### config.mk
export PLATFORM = sky130hd
export DESIGN_NAME = dswc_top
export DESIGN_NICKNAME = d
export VERILOG_FILES = /design/src/dswc_top.v
export VERILOG_INCLUDE_DIRS = /design/src /design/src/src
export SDC_FILE = /design/constraint.sdc
export NUM_CORES = 1
export LEC_CHECK = 0
export BUFFER_PORTS_ARGS = -buffer_cell sky130_fd_sc_hd__buf_2
export CAP_MARGIN = 30
export CORE_ASPECT_RATIO = 1.2
export CORE_MARGIN = 1
export CORE_UTILIZATION = 50
export DETAILED_ROUTE_END_ITERATION = 6
export GPL_ROUTABILITY_DRIVEN = 1
export PLACE_DENSITY = 0.75
export RECOVER_POWER = 25
export SLEW_MARGIN = 5
export SYNTH_ARGS = -nofsm -noshare
export SYNTH_HDL_FRONTEND = slang
export SYNTH_SLANG_ARGS = --single-unit
### constraint.sdc
create_clock -name clk -period 5.45 [get_ports clk]
set_input_delay 0.545 -clock clk [delete_from_list [all_inputs] [get_ports clk]]
set_output_delay 0.545 -clock clk [all_outputs]
set_load 0.02 [all_outputs]
### src/dswc_defs.vh
// Constants for the dormant state wakeup controller
`ifndef DSWC_DEFS_VH
`define DSWC_DEFS_VH
// Register byte offsets
`define DSWC_CTRL_OFF 8'h00
`define DSWC_STAT_OFF 8'h04
`define DSWC_UPD_OFF 8'h08
`define DSWC_WTMR_OFF 8'h0c
`define DSWC_WEN_OFF 8'h10
`define DSWC_ANA_CFG_OFF 8'h14
`define DSWC_ANA_A_LIM_OFF 8'h18
`define DSWC_ANA_B_LIM_OFF 8'h1c
`define DSWC_GPIO_CFG_OFF 8'h20
`define DSWC_CAUSE_OFF 8'h24
`define DSWC_IRQ_STAT_OFF 8'h28
`define DSWC_IRQ_EN_OFF 8'h2c
`define DSWC_IRQ_CLR_OFF 8'h30
`define DSWC_ACT_OFF 8'h34
// CTRL fields
`define DSWC_CTRL_SLEEP 0
`define DSWC_CTRL_MODE 1
`define DSWC_CTRL_WT_EN 2
// Wake source bit positions (enable, cause, irq)
`define DSWC_SRC_UPD 0
`define DSWC_SRC_WTMR 1
`define DSWC_SRC_ANA_A 2
`define DSWC_SRC_ANA_B 3
`define DSWC_SRC_GPIO_A 4
`define DSWC_SRC_GPIO_B 5
`define DSWC_SRC_RESET 6
`define DSWC_SRC_KEY 7
`define DSWC_SRC_N 8
`define DSWC_IRQ_OFF_EV 8
`define DSWC_IRQ_N 9
// Register reset values, in ticks
`define DSWC_UPD_RST 32'h0000_1000
`define DSWC_WTMR_RST 32'h0000_0800
`define DSWC_ACT_RST 32'h0000_0100
// Wakeup timer lead over update timer, in ticks
`define DSWC_WT_LEAD 32'h0000_0010
// Analog mode codes
`define DSWC_ANA_ABOVE 2'h0
`define DSWC_ANA_BELOW 2'h1
`define DSWC_ANA_INSIDE 2'h2
`define DSWC_ANA_OUTSIDE 2'h3
// GPIO mode codes
`define DSWC_GP_HIGH 3'h0
`define DSWC_GP_LOW 3'h1
`define DSWC_GP_RISE 3'h2
`define DSWC_GP_FALL 3'h3
`define DSWC_GP_BOTH 3'h4
// AXI responses
`define DSWC_RESP_OK 2'h0
`define DSWC_RESP_SLVERR 2'h2
`endif

### src/dswc_top.v
// Dormant state wakeup controller with AXI4-Lite register slave
//
// Decided for this implementation: the AXI4-Lite register port and the address map.
`timescale 1ns/100ps
`include "dswc_defs.vh"
module dswc_top #(
   parameter ANA_W = 12,
   parameter BOOT_CYC = 16
) (
   // Clock, reset, enable
   input wire clk,
   input wire sys_rst,
   input wire clk_en,
   // External pins, asynchronous except wake_analog_a_ready
   input wire pwr_key_n,
   input wire ext_rst_n,
   input wire wake_gpio_a,
   input wire wake_gpio_b,
   input wire wake_analog_a_ready,
   // Analog samples, same clock
   input wire [ANA_W-1:0] wake_analog_a,
   input wire [ANA_W-1:0] wake_analog_b,
   // Power control
   output reg core_pwr_on,
   output reg core_rst,
   output reg emerg_off,
   output reg dormant,
   output reg irq,
   // AXI4-Lite slave
   input wire [7:0] s_axi_awaddr,
   input wire s_axi_awvalid,
   output reg s_axi_awready,
   input wire [31:0] s_axi_wdata,
   input wire [3:0] s_axi_wstrb,
   input wire s_axi_wvalid,
   output reg s_axi_wready,
   output reg [1:0] s_axi_bresp,
   output reg s_axi_bvalid,
   input wire s_axi_bready,
   input wire [7:0] s_axi_araddr,
   input wire s_axi_arvalid,
   output reg s_axi_arready,
   output reg [31:0] s_axi_rdata,
   output reg [1:0] s_axi_rresp,
   output reg s_axi_rvalid,
   input wire s_axi_rready
);
   localparam S_POR = 5'b00001;
   localparam S_BOOT = 5'b00010;
   localparam S_ACTIVE = 5'b00100;
   localparam S_DORMANT = 5'b01000;
   localparam S_OFF = 5'b10000;

   // Three-stage synchronisers; change accepted when stages two and three agree
   reg [2:0] key_s_reg, rst_s_reg, ga_s_reg, gb_s_reg;
   reg key_reg, rstin_reg, ga_reg, gb_reg;
   always @(posedge clk) begin
      if (sys_rst) begin
         key_s_reg <= 3'h7;
         rst_s_reg <= 3'h7;
         ga_s_reg <= 3'h0;
         gb_s_reg <= 3'h0;
         key_reg <= 1'b0;
         rstin_reg <= 1'b0;
         ga_reg <= 1'b0;
         gb_reg <= 1'b0;
      end else if (clk_en) begin
         key_s_reg <= {key_s_reg[1:0], pwr_key_n};
         rst_s_reg <= {rst_s_reg[1:0], ext_rst_n};
         ga_s_reg <= {ga_s_reg[1:0], wake_gpio_a};
         gb_s_reg <= {gb_s_reg[1:0], wake_gpio_b};
         if (key_s_reg[1] == key_s_reg[2])
            key_reg <= ~key_s_reg[2];
         if (rst_s_reg[1] == rst_s_reg[2])
            rstin_reg <= ~rst_s_reg[2];
         if (ga_s_reg[1] == ga_s_reg[2])
            ga_reg <= ga_s_reg[2];
         if (gb_s_reg[1] == gb_s_reg[2])
            gb_reg <= gb_s_reg[2];
      end
   end

   // Registers
   reg [2:0] ctrl_reg;
   reg [31:0] upd_reg, wtmr_reg, act_reg;
   reg [`DSWC_SRC_N-1:0] wen_reg, cause_reg;
   reg [3:0] ana_cfg_reg;
   reg [2*ANA_W-1:0] ana_a_lim_reg, ana_b_lim_reg;
   reg [5:0] gpio_cfg_reg;
   reg [`DSWC_IRQ_N-1:0] irq_stat_reg, irq_en_reg;
   reg [4:0] state_reg;
   reg [31:0] upd_cnt_reg, wt_cnt_reg, act_cnt_reg;
   reg [7:0] boot_cnt_reg;
   reg ga_d_reg, gb_d_reg, key_d_reg, rstin_d_reg, primed_reg;

   wire mode_net = ctrl_reg[`DSWC_CTRL_MODE];
   // Wakeup timer: derived from update timer in network mode
   wire [31:0] wt_load = mode_net ? ((upd_reg > `DSWC_WT_LEAD) ? upd_reg - `DSWC_WT_LEAD : 32'h1)
      : wtmr_reg;
   wire wt_on = mode_net | ctrl_reg[`DSWC_CTRL_WT_EN];

   function ana_hit;
      input [1:0] md;
      input [ANA_W-1:0] v;
      input [2*ANA_W-1:0] lim;
      reg [ANA_W-1:0] lo, hi;
      begin
         lo = lim[ANA_W-1:0];
         hi = lim[2*ANA_W-1:ANA_W];
         case (md)
            `DSWC_ANA_ABOVE: ana_hit = v > lo;
            `DSWC_ANA_BELOW: ana_hit = v < lo;
            `DSWC_ANA_INSIDE: ana_hit = (v >= lo) && (v <= hi);
            default: ana_hit = (v < lo) || (v > hi);
         endcase
      end
   endfunction

   function gp_hit;
      input [2:0] md;
      input cur, prev;
      begin
         case (md)
            `DSWC_GP_HIGH: gp_hit = cur;
            `DSWC_GP_LOW: gp_hit = ~cur;
            `DSWC_GP_RISE: gp_hit = cur & ~prev;
            `DSWC_GP_FALL: gp_hit = ~cur & prev;
            `DSWC_GP_BOTH: gp_hit = cur ^ prev;
            default: gp_hit = 1'b0;
         endcase
      end
   endfunction

   // Raw source conditions, gated by per-source enables
   reg [`DSWC_SRC_N-1:0] src;
   always @* begin
      src = {`DSWC_SRC_N{1'b0}};
      src[`DSWC_SRC_UPD] = mode_net && (upd_cnt_reg == 32'h1);
      src[`DSWC_SRC_WTMR] = wt_on && (wt_cnt_reg == 32'h1);
      src[`DSWC_SRC_ANA_A] = wake_analog_a_ready && ana_hit(ana_cfg_reg[1:0], wake_analog_a, ana_a_lim_reg);
      src[`DSWC_SRC_ANA_B] = wake_analog_a_ready && ana_hit(ana_cfg_reg[3:2], wake_analog_b, ana_b_lim_reg);
      src[`DSWC_SRC_GPIO_A] = primed_reg && gp_hit(gpio_cfg_reg[2:0], ga_reg, ga_d_reg);
      src[`DSWC_SRC_GPIO_B] = primed_reg && gp_hit(gpio_cfg_reg[5:3], gb_reg, gb_d_reg);
      src[`DSWC_SRC_RESET] = rstin_reg & ~rstin_d_reg & key_reg;
      src[`DSWC_SRC_KEY] = key_reg & ~key_d_reg;
   end
   wire [`DSWC_SRC_N-1:0] wake_vec = src & wen_reg;
   wire emerg = rstin_reg & ~rstin_d_reg & ~key_reg;

   // AXI4-Lite
   reg aw_hold_reg, w_hold_reg;
   reg [7:0] aw_addr_reg;
   reg [31:0] w_data_reg;
   reg [3:0] w_strb_reg;
   wire aw_have = aw_hold_reg | (s_axi_awvalid & s_axi_awready);
   wire w_have = w_hold_reg | (s_axi_wvalid & s_axi_wready);
   wire [7:0] wa = aw_hold_reg ? aw_addr_reg : s_axi_awaddr;
   wire [31:0] wd = w_hold_reg ? w_data_reg : s_axi_wdata;
   wire [3:0] ws = w_hold_reg ? w_strb_reg : s_axi_wstrb;
   wire wr_go = aw_have & w_have & ~s_axi_bvalid;
   wire [31:0] wmask = {{8{ws[3]}}, {8{ws[2]}}, {8{ws[1]}}, {8{ws[0]}}};
   reg wr_ok;
   reg [31:0] rd_val;
   reg rd_ok;
   always @* begin
      case (wa)
         `DSWC_CTRL_OFF, `DSWC_UPD_OFF, `DSWC_WTMR_OFF, `DSWC_WEN_OFF, `DSWC_ANA_CFG_OFF,
         `DSWC_ANA_A_LIM_OFF, `DSWC_ANA_B_LIM_OFF, `DSWC_GPIO_CFG_OFF, `DSWC_IRQ_EN_OFF,
         `DSWC_IRQ_CLR_OFF, `DSWC_ACT_OFF: wr_ok = 1'b1;
         default: wr_ok = 1'b0;
      endcase
      rd_ok = 1'b1;
      case (s_axi_araddr)
         `DSWC_CTRL_OFF: rd_val = {29'h0, ctrl_reg};
         `DSWC_STAT_OFF: rd_val = {27'h0, state_reg};
         `DSWC_UPD_OFF: rd_val = upd_reg;
         `DSWC_WTMR_OFF: rd_val = wtmr_reg;
         `DSWC_WEN_OFF: rd_val = {24'h0, wen_reg};
         `DSWC_ANA_CFG_OFF: rd_val = {28'h0, ana_cfg_reg};
         `DSWC_ANA_A_LIM_OFF: rd_val = {{(32-2*ANA_W){1'b0}}, ana_a_lim_reg};
         `DSWC_ANA_B_LIM_OFF: rd_val = {{(32-2*ANA_W){1'b0}}, ana_b_lim_reg};
         `DSWC_GPIO_CFG_OFF: rd_val = {26'h0, gpio_cfg_reg};
         `DSWC_CAUSE_OFF: rd_val = {24'h0, cause_reg};
         `DSWC_IRQ_STAT_OFF: rd_val = {23'h0, irq_stat_reg};
         `DSWC_IRQ_EN_OFF: rd_val = {23'h0, irq_en_reg};
         `DSWC_ACT_OFF: rd_val = act_reg;
         default: begin
            rd_val = 32'h0;
            rd_ok = 1'b0;
         end
      endcase
   end
   wire wr_ctrl = wr_go && wr_ok && (wa == `DSWC_CTRL_OFF);

   always @(posedge clk) begin
      if (sys_rst) begin
         s_axi_awready <= 1'b0;
         s_axi_wready <= 1'b0;
         s_axi_bvalid <= 1'b0;
         s_axi_bresp <= `DSWC_RESP_OK;
         s_axi_arready <= 1'b0;
         s_axi_rvalid <= 1'b0;
         s_axi_rresp <= `DSWC_RESP_OK;
         s_axi_rdata <= 32'h0;
         aw_hold_reg <= 1'b0;
         w_hold_reg <= 1'b0;
         aw_addr_reg <= 8'h0;
         w_data_reg <= 32'h0;
         w_strb_reg <= 4'h0;
         ctrl_reg <= 3'h0;
         upd_reg <= `DSWC_UPD_RST;
         wtmr_reg <= `DSWC_WTMR_RST;
         act_reg <= `DSWC_ACT_RST;
         wen_reg <= {`DSWC_SRC_N{1'b1}};
         ana_cfg_reg <= 4'h0;
         ana_a_lim_reg <= {2*ANA_W{1'b1}};
         ana_b_lim_reg <= {2*ANA_W{1'b1}};
         gpio_cfg_reg <= 6'h0;
         irq_en_reg <= {`DSWC_IRQ_N{1'b0}};
      end else if (clk_en) begin
         s_axi_awready <= ~aw_have & ~s_axi_awready & ~s_axi_bvalid;
         s_axi_wready <= ~w_have & ~s_axi_wready & ~s_axi_bvalid;
         if (s_axi_awvalid & s_axi_awready & ~wr_go) begin
            aw_hold_reg <= 1'b1;
            aw_addr_reg <= s_axi_awaddr;
         end
         if (s_axi_wvalid & s_axi_wready & ~wr_go) begin
            w_hold_reg <= 1'b1;
            w_data_reg <= s_axi_wdata;
            w_strb_reg <= s_axi_wstrb;
         end
         if (wr_go) begin
            aw_hold_reg <= 1'b0;
            w_hold_reg <= 1'b0;
            s_axi_awready <= 1'b0;
            s_axi_wready <= 1'b0;
            s_axi_bvalid <= 1'b1;
            s_axi_bresp <= wr_ok ? `DSWC_RESP_OK : `DSWC_RESP_SLVERR;
            case (wa)
               `DSWC_CTRL_OFF: ctrl_reg <= (ctrl_reg & ~wmask[2:0]) | (wd[2:0] & wmask[2:0]);
               `DSWC_UPD_OFF: upd_reg <= (upd_reg & ~wmask) | (wd & wmask);
               `DSWC_WTMR_OFF: wtmr_reg <= (wtmr_reg & ~wmask) | (wd & wmask);
               `DSWC_ACT_OFF: act_reg <= (act_reg & ~wmask) | (wd & wmask);
               `DSWC_WEN_OFF: if (ws[0]) wen_reg <= wd[`DSWC_SRC_N-1:0];
               `DSWC_ANA_CFG_OFF: if (ws[0]) ana_cfg_reg <= wd[3:0];
               `DSWC_ANA_A_LIM_OFF: ana_a_lim_reg <= wd[2*ANA_W-1:0];
               `DSWC_ANA_B_LIM_OFF: ana_b_lim_reg <= wd[2*ANA_W-1:0];
               `DSWC_GPIO_CFG_OFF: if (ws[0]) gpio_cfg_reg <= wd[5:0];
               `DSWC_IRQ_EN_OFF: irq_en_reg <= wd[`DSWC_IRQ_N-1:0];
               default: ;
            endcase
         end else if (s_axi_bvalid & s_axi_bready) begin
            s_axi_bvalid <= 1'b0;
         end
         // Sleep request bit self-clears once taken
         if (state_reg == S_ACTIVE && ctrl_reg[`DSWC_CTRL_SLEEP] && !wr_ctrl)
            ctrl_reg[`DSWC_CTRL_SLEEP] <= 1'b0;
         s_axi_arready <= ~s_axi_arready & ~s_axi_rvalid & s_axi_arvalid;
         if (s_axi_arvalid & s_axi_arready) begin
            s_axi_rvalid <= 1'b1;
            s_axi_rdata <= rd_val;
            s_axi_rresp <= rd_ok ? `DSWC_RESP_OK : `DSWC_RESP_SLVERR;
         end else if (s_axi_rvalid & s_axi_rready) begin
            s_axi_rvalid <= 1'b0;
         end
      end
   end

   // Power state machine; core held in reset while booting
   wire boot_done = (boot_cnt_reg == BOOT_CYC[7:0]);
   wire irq_clr_wr = wr_go && (wa == `DSWC_IRQ_CLR_OFF) && ws[0];
   // Clear and wake in one cycle: other bits clear, the new wake bits still land
   wire [`DSWC_IRQ_N-1:0] irq_kept = irq_clr_wr ? (irq_stat_reg & ~wd[`DSWC_IRQ_N-1:0]) : irq_stat_reg;
   always @(posedge clk) begin
      if (sys_rst) begin
         state_reg <= S_POR;
         upd_cnt_reg <= 32'h0;
         wt_cnt_reg <= 32'h0;
         act_cnt_reg <= 32'h0;
         boot_cnt_reg <= 8'h0;
         cause_reg <= {`DSWC_SRC_N{1'b0}};
         irq_stat_reg <= {`DSWC_IRQ_N{1'b0}};
         ga_d_reg <= 1'b0;
         gb_d_reg <= 1'b0;
         key_d_reg <= 1'b0;
         rstin_d_reg <= 1'b0;
         primed_reg <= 1'b0;
         core_pwr_on <= 1'b0;
         core_rst <= 1'b1;
         emerg_off <= 1'b0;
         dormant <= 1'b0;
         irq <= 1'b0;
      end else if (clk_en) begin
         ga_d_reg <= ga_reg;
         gb_d_reg <= gb_reg;
         key_d_reg <= key_reg;
         rstin_d_reg <= rstin_reg;
         primed_reg <= 1'b1;
         if (irq_clr_wr)
            irq_stat_reg <= irq_kept;
         if (upd_cnt_reg > 32'h1)
            upd_cnt_reg <= upd_cnt_reg - 32'h1;
         if (wt_cnt_reg > 32'h1)
            wt_cnt_reg <= wt_cnt_reg - 32'h1;
         case (state_reg)
            S_POR: begin
               // Wait for key synchroniser to settle before deciding
               if (boot_done) begin
                  boot_cnt_reg <= 8'h0;
                  state_reg <= key_reg ? S_BOOT : S_DORMANT;
                  if (!key_reg) begin
                     upd_cnt_reg <= upd_reg;
                     wt_cnt_reg <= wt_load;
                  end
               end else begin
                  boot_cnt_reg <= boot_cnt_reg + 8'h1;
               end
            end
            S_BOOT: begin
               core_pwr_on <= 1'b1;
               core_rst <= 1'b1;
               dormant <= 1'b0;
               if (boot_done) begin
                  boot_cnt_reg <= 8'h0;
                  core_rst <= 1'b0;
                  state_reg <= S_ACTIVE;
                  act_cnt_reg <= act_reg;
               end else begin
                  boot_cnt_reg <= boot_cnt_reg + 8'h1;
               end
            end
            S_ACTIVE: begin
               if (act_cnt_reg != 32'h0)
                  act_cnt_reg <= act_cnt_reg - 32'h1;
               if (emerg) begin
                  state_reg <= S_OFF;
               end else if (src[`DSWC_SRC_RESET]) begin
                  state_reg <= S_BOOT;
                  cause_reg <= 8'h1 << `DSWC_SRC_RESET;
               end else if (ctrl_reg[`DSWC_CTRL_SLEEP] || (mode_net && act_cnt_reg == 32'h0)) begin
                  state_reg <= S_DORMANT;
                  upd_cnt_reg <= upd_reg;
                  wt_cnt_reg <= wt_on ? wt_load : 32'h0;
               end
            end
            S_DORMANT: begin
               core_pwr_on <= 1'b0;
               core_rst <= 1'b1;
               dormant <= 1'b1;
               if (emerg) begin
                  state_reg <= S_OFF;
               end else if (wake_vec != {`DSWC_SRC_N{1'b0}}) begin
                  state_reg <= S_BOOT;
                  boot_cnt_reg <= 8'h0;
                  cause_reg <= wake_vec;
                  irq_stat_reg <= irq_kept | {1'b0, wake_vec};
               end
            end
            S_OFF: begin
               core_pwr_on <= 1'b0;
               core_rst <= 1'b1;
               dormant <= 1'b0;
               emerg_off <= 1'b1;
               irq_stat_reg[`DSWC_IRQ_OFF_EV] <= 1'b1;
            end
            default: state_reg <= S_POR;
         endcase
         irq <= |(irq_stat_reg & irq_en_reg);
      end
   end
endmodule // dswc_top

==> reports/results.ini <==
[status]
status=finished, violations left
violations=design-rule violations, max-capacitance violations, max-slew violations

[clock_network]
cts_tree=done
clock-sinks=411
h-tree-depth=2
cts_resized=0
clkTransAtPathRegs_ns=0.06
clkLatencyLatePin_ns=0.58
ctsHoldBuffers=0
cts_root_buffer=clkbuf_16
post_cts_buffers=0
cts_buffers=44
cts_buffer_depth=3

[sta]
slew_violations=87
fin_ws_ns=0.940
fin_crit_ns=4.51
max_slew_margin=-0.664
setup_violations=0
skew_ns=0.0280
grt_setup_unrepaired=false
hold_violations=0
fmax_ghz=0.222
setup_tns_ns=0
fin_crit_sh=0.828
tightest_slew_ns=2.50

[hold_path]
hp-class=input pin to flip-flop
min_path_cells=3

[floorplanning]
initial_utilization=0.508
io_pins=135
die_h_um=228
die-area_mm2=0.0432
core_area_mm2=0.0418
placementRows=82
die_w_um=190

[setup_path]
crit_path_top_delay_cell=clkbuf_1
cp_cell_sequence=buf_4, clkbuf_1, clkbuf_2, a21oi_1, buf_4, o311ai_0, o21ai_0, a21o_1
crit_top_cell=buf_4
endpoint_kind=flip-flop
critPathMaxFanout=54
arrival_ns=4.97
crit_type=input pin to flip-flop
cpPeakStageDelay_ns=1.83
required_ns=5.91
reg2reg_depth=10
critPathLaunchType=input pin

[synth]
yosys.cell_count.top_type=dfxtp_1
yosysUniqueCellTypes=87
synth-seq-cells=411
synth_warnings=0
synth_ff_type=dfxtp_1
ys_top_cells_by_count=411 x dfxtp_1, 330 x nor2_1, 321 x nand2_1
synth.area.top_cells=dfxtp_1 39%, nor2_1 5.8%, nand2_1 5.7%
syn_inst=2671
yosys.area.top_type=dfxtp_1
synth_area_mm2=0.0212
synth_enable_flop_cells=0
ys_seq_area_frac=0.388
synth_top_cell_area_share=0.388
synth-async-reset-ratio=0
synth_area_per_cell_um2=7.94

[routing]
totalWireLength_um=72100
dr_total_vias=21100
drtPass1Iterations=7
remaining_drc_errors=7
ant_nets=0
drt_iter0_drc=2050
vias_per_cell=6.43
wl_per_cell_um=22.0

[power]
vdd_drop_max_uv=294
power_mw=9.59
leakagePower_nw=9.07
p_per_area_mw_per_mm2=406

[grt]
antenna_found_initial=2
grt_pass1_wl_um=111000
grt_use_total=0.328
grt_max_degree=216
grt-ovfl-total=0
grt_pass1_vias=19700

[placement]
io_buffers=132
place_area_mm2=0.0222
dpl.cell_count=3197
dp_slack_ns=1.76
hpwl_um=51600
place_congestion=0.947

[cells_and_area]
area_growth_pct=11.4
drive_gt1_frac=0.0922
fin_cells=3278
fin_nets=2850
finalInstanceArea_mm2=0.0236
antenna_cells=0

[job]
drv_cap=2

cells in the final DEF, fill, tap and decap left out, types with 75 or more instances in the layout:
cell,instances
mux2i_1,78
nand2_1,321
nor2_1,328
a22oi_1,79
a211oi_1,78
a21oi_1,232
o211ai_1,75
o21ai_0,136
inv_1,90
buf_2,86
dfxtp_1,410
cells by family (layout without fill, tap and decap cells):
logic type | after synthesis | in the layout | share of synthesized area
XOR/XNOR | 24 | 24 | 0.00991
AND/OR/NAND/NOR | 986 | 986 | 0.213
multiplexers | 93 | 93 | 0.0446
flip-flops | 411 | 411 | 0.388
adder cells (fa/ha/maj) | 61 | 61 | 0.0360
buffers and inverters | 282 | 342 | 0.0520
other | 1 | 2 | 0.000177
AO/OA/AOI/OAI | 813 | 813 | 0.256
metrics by stage:
step | utilization | hold WS (ns)
3_5_place_dp | 0.531 | 0.446
4_1_cts | 0.566 | 0.197
2_1_floorplan | - | 0.430
5_1_grt | 0.566 | 0.213
6_report | 0.566 | 0.212
3_3_place_gp | 0.529 | 0.432
where the power goes:
group          total (mW)  switching [mW]  internal [mW]
registers            3.49           0.249           3.24
clock network        3.10            1.30           1.80
logic                3.01            1.95           1.06
total                9.59            3.50           6.10
routing by layer:
| layer | routed length, um | track usage | up-vias |
|---|---|---|---|
| li1 | - | - | 9824 |
| met1 | 28600 | 0.415 | 10000 |
| met4 | 4650 | 0.199 | 0 |
| met5 | 0 | 0 | - |
| met2 | 32700 | 0.526 | 988 |
| met3 | 6090 | 0.0492 | 218 |
area by class of cell:
type | instances | area (um^2)
fillers | 3800 | 18100
multi-input cells | 1979 | 11900
flip-flops and latches | 411 | 8230
clock buffers | 62 | 1290
repair buffers | 173 | 966
well taps | 546 | 683
inverters | 91 | 342
clock inverters | 16 | 194
critical path, delay by kind of cell:
kind | cells | cell delay, ns
AOI/OAI and AO/OA | 4 | 0.86
buffers and inverters | 4 | 3.54
final timing paths:
check,slack [ns],startpoint,endpoint
worst max-delay path,0.94,clk_en,wt_cnt_reg[23]$_SDFFE_PP0P_
worst max register to register,1.63,act_cnt_reg[0]$_SDFFE_PP0P_,wt_cnt_reg[22]$_SDFFE_PP0P_
worst min register to register,0.46,w_data_reg[9]$_SDFFE_PP0P_,w_data_reg[9]$_SDFFE_PP0P_
worst min-delay path,0.21,s_axi_wdata[11],w_data_reg[11]$_SDFFE_PP0P_
(Power assumes the default switching activity.)
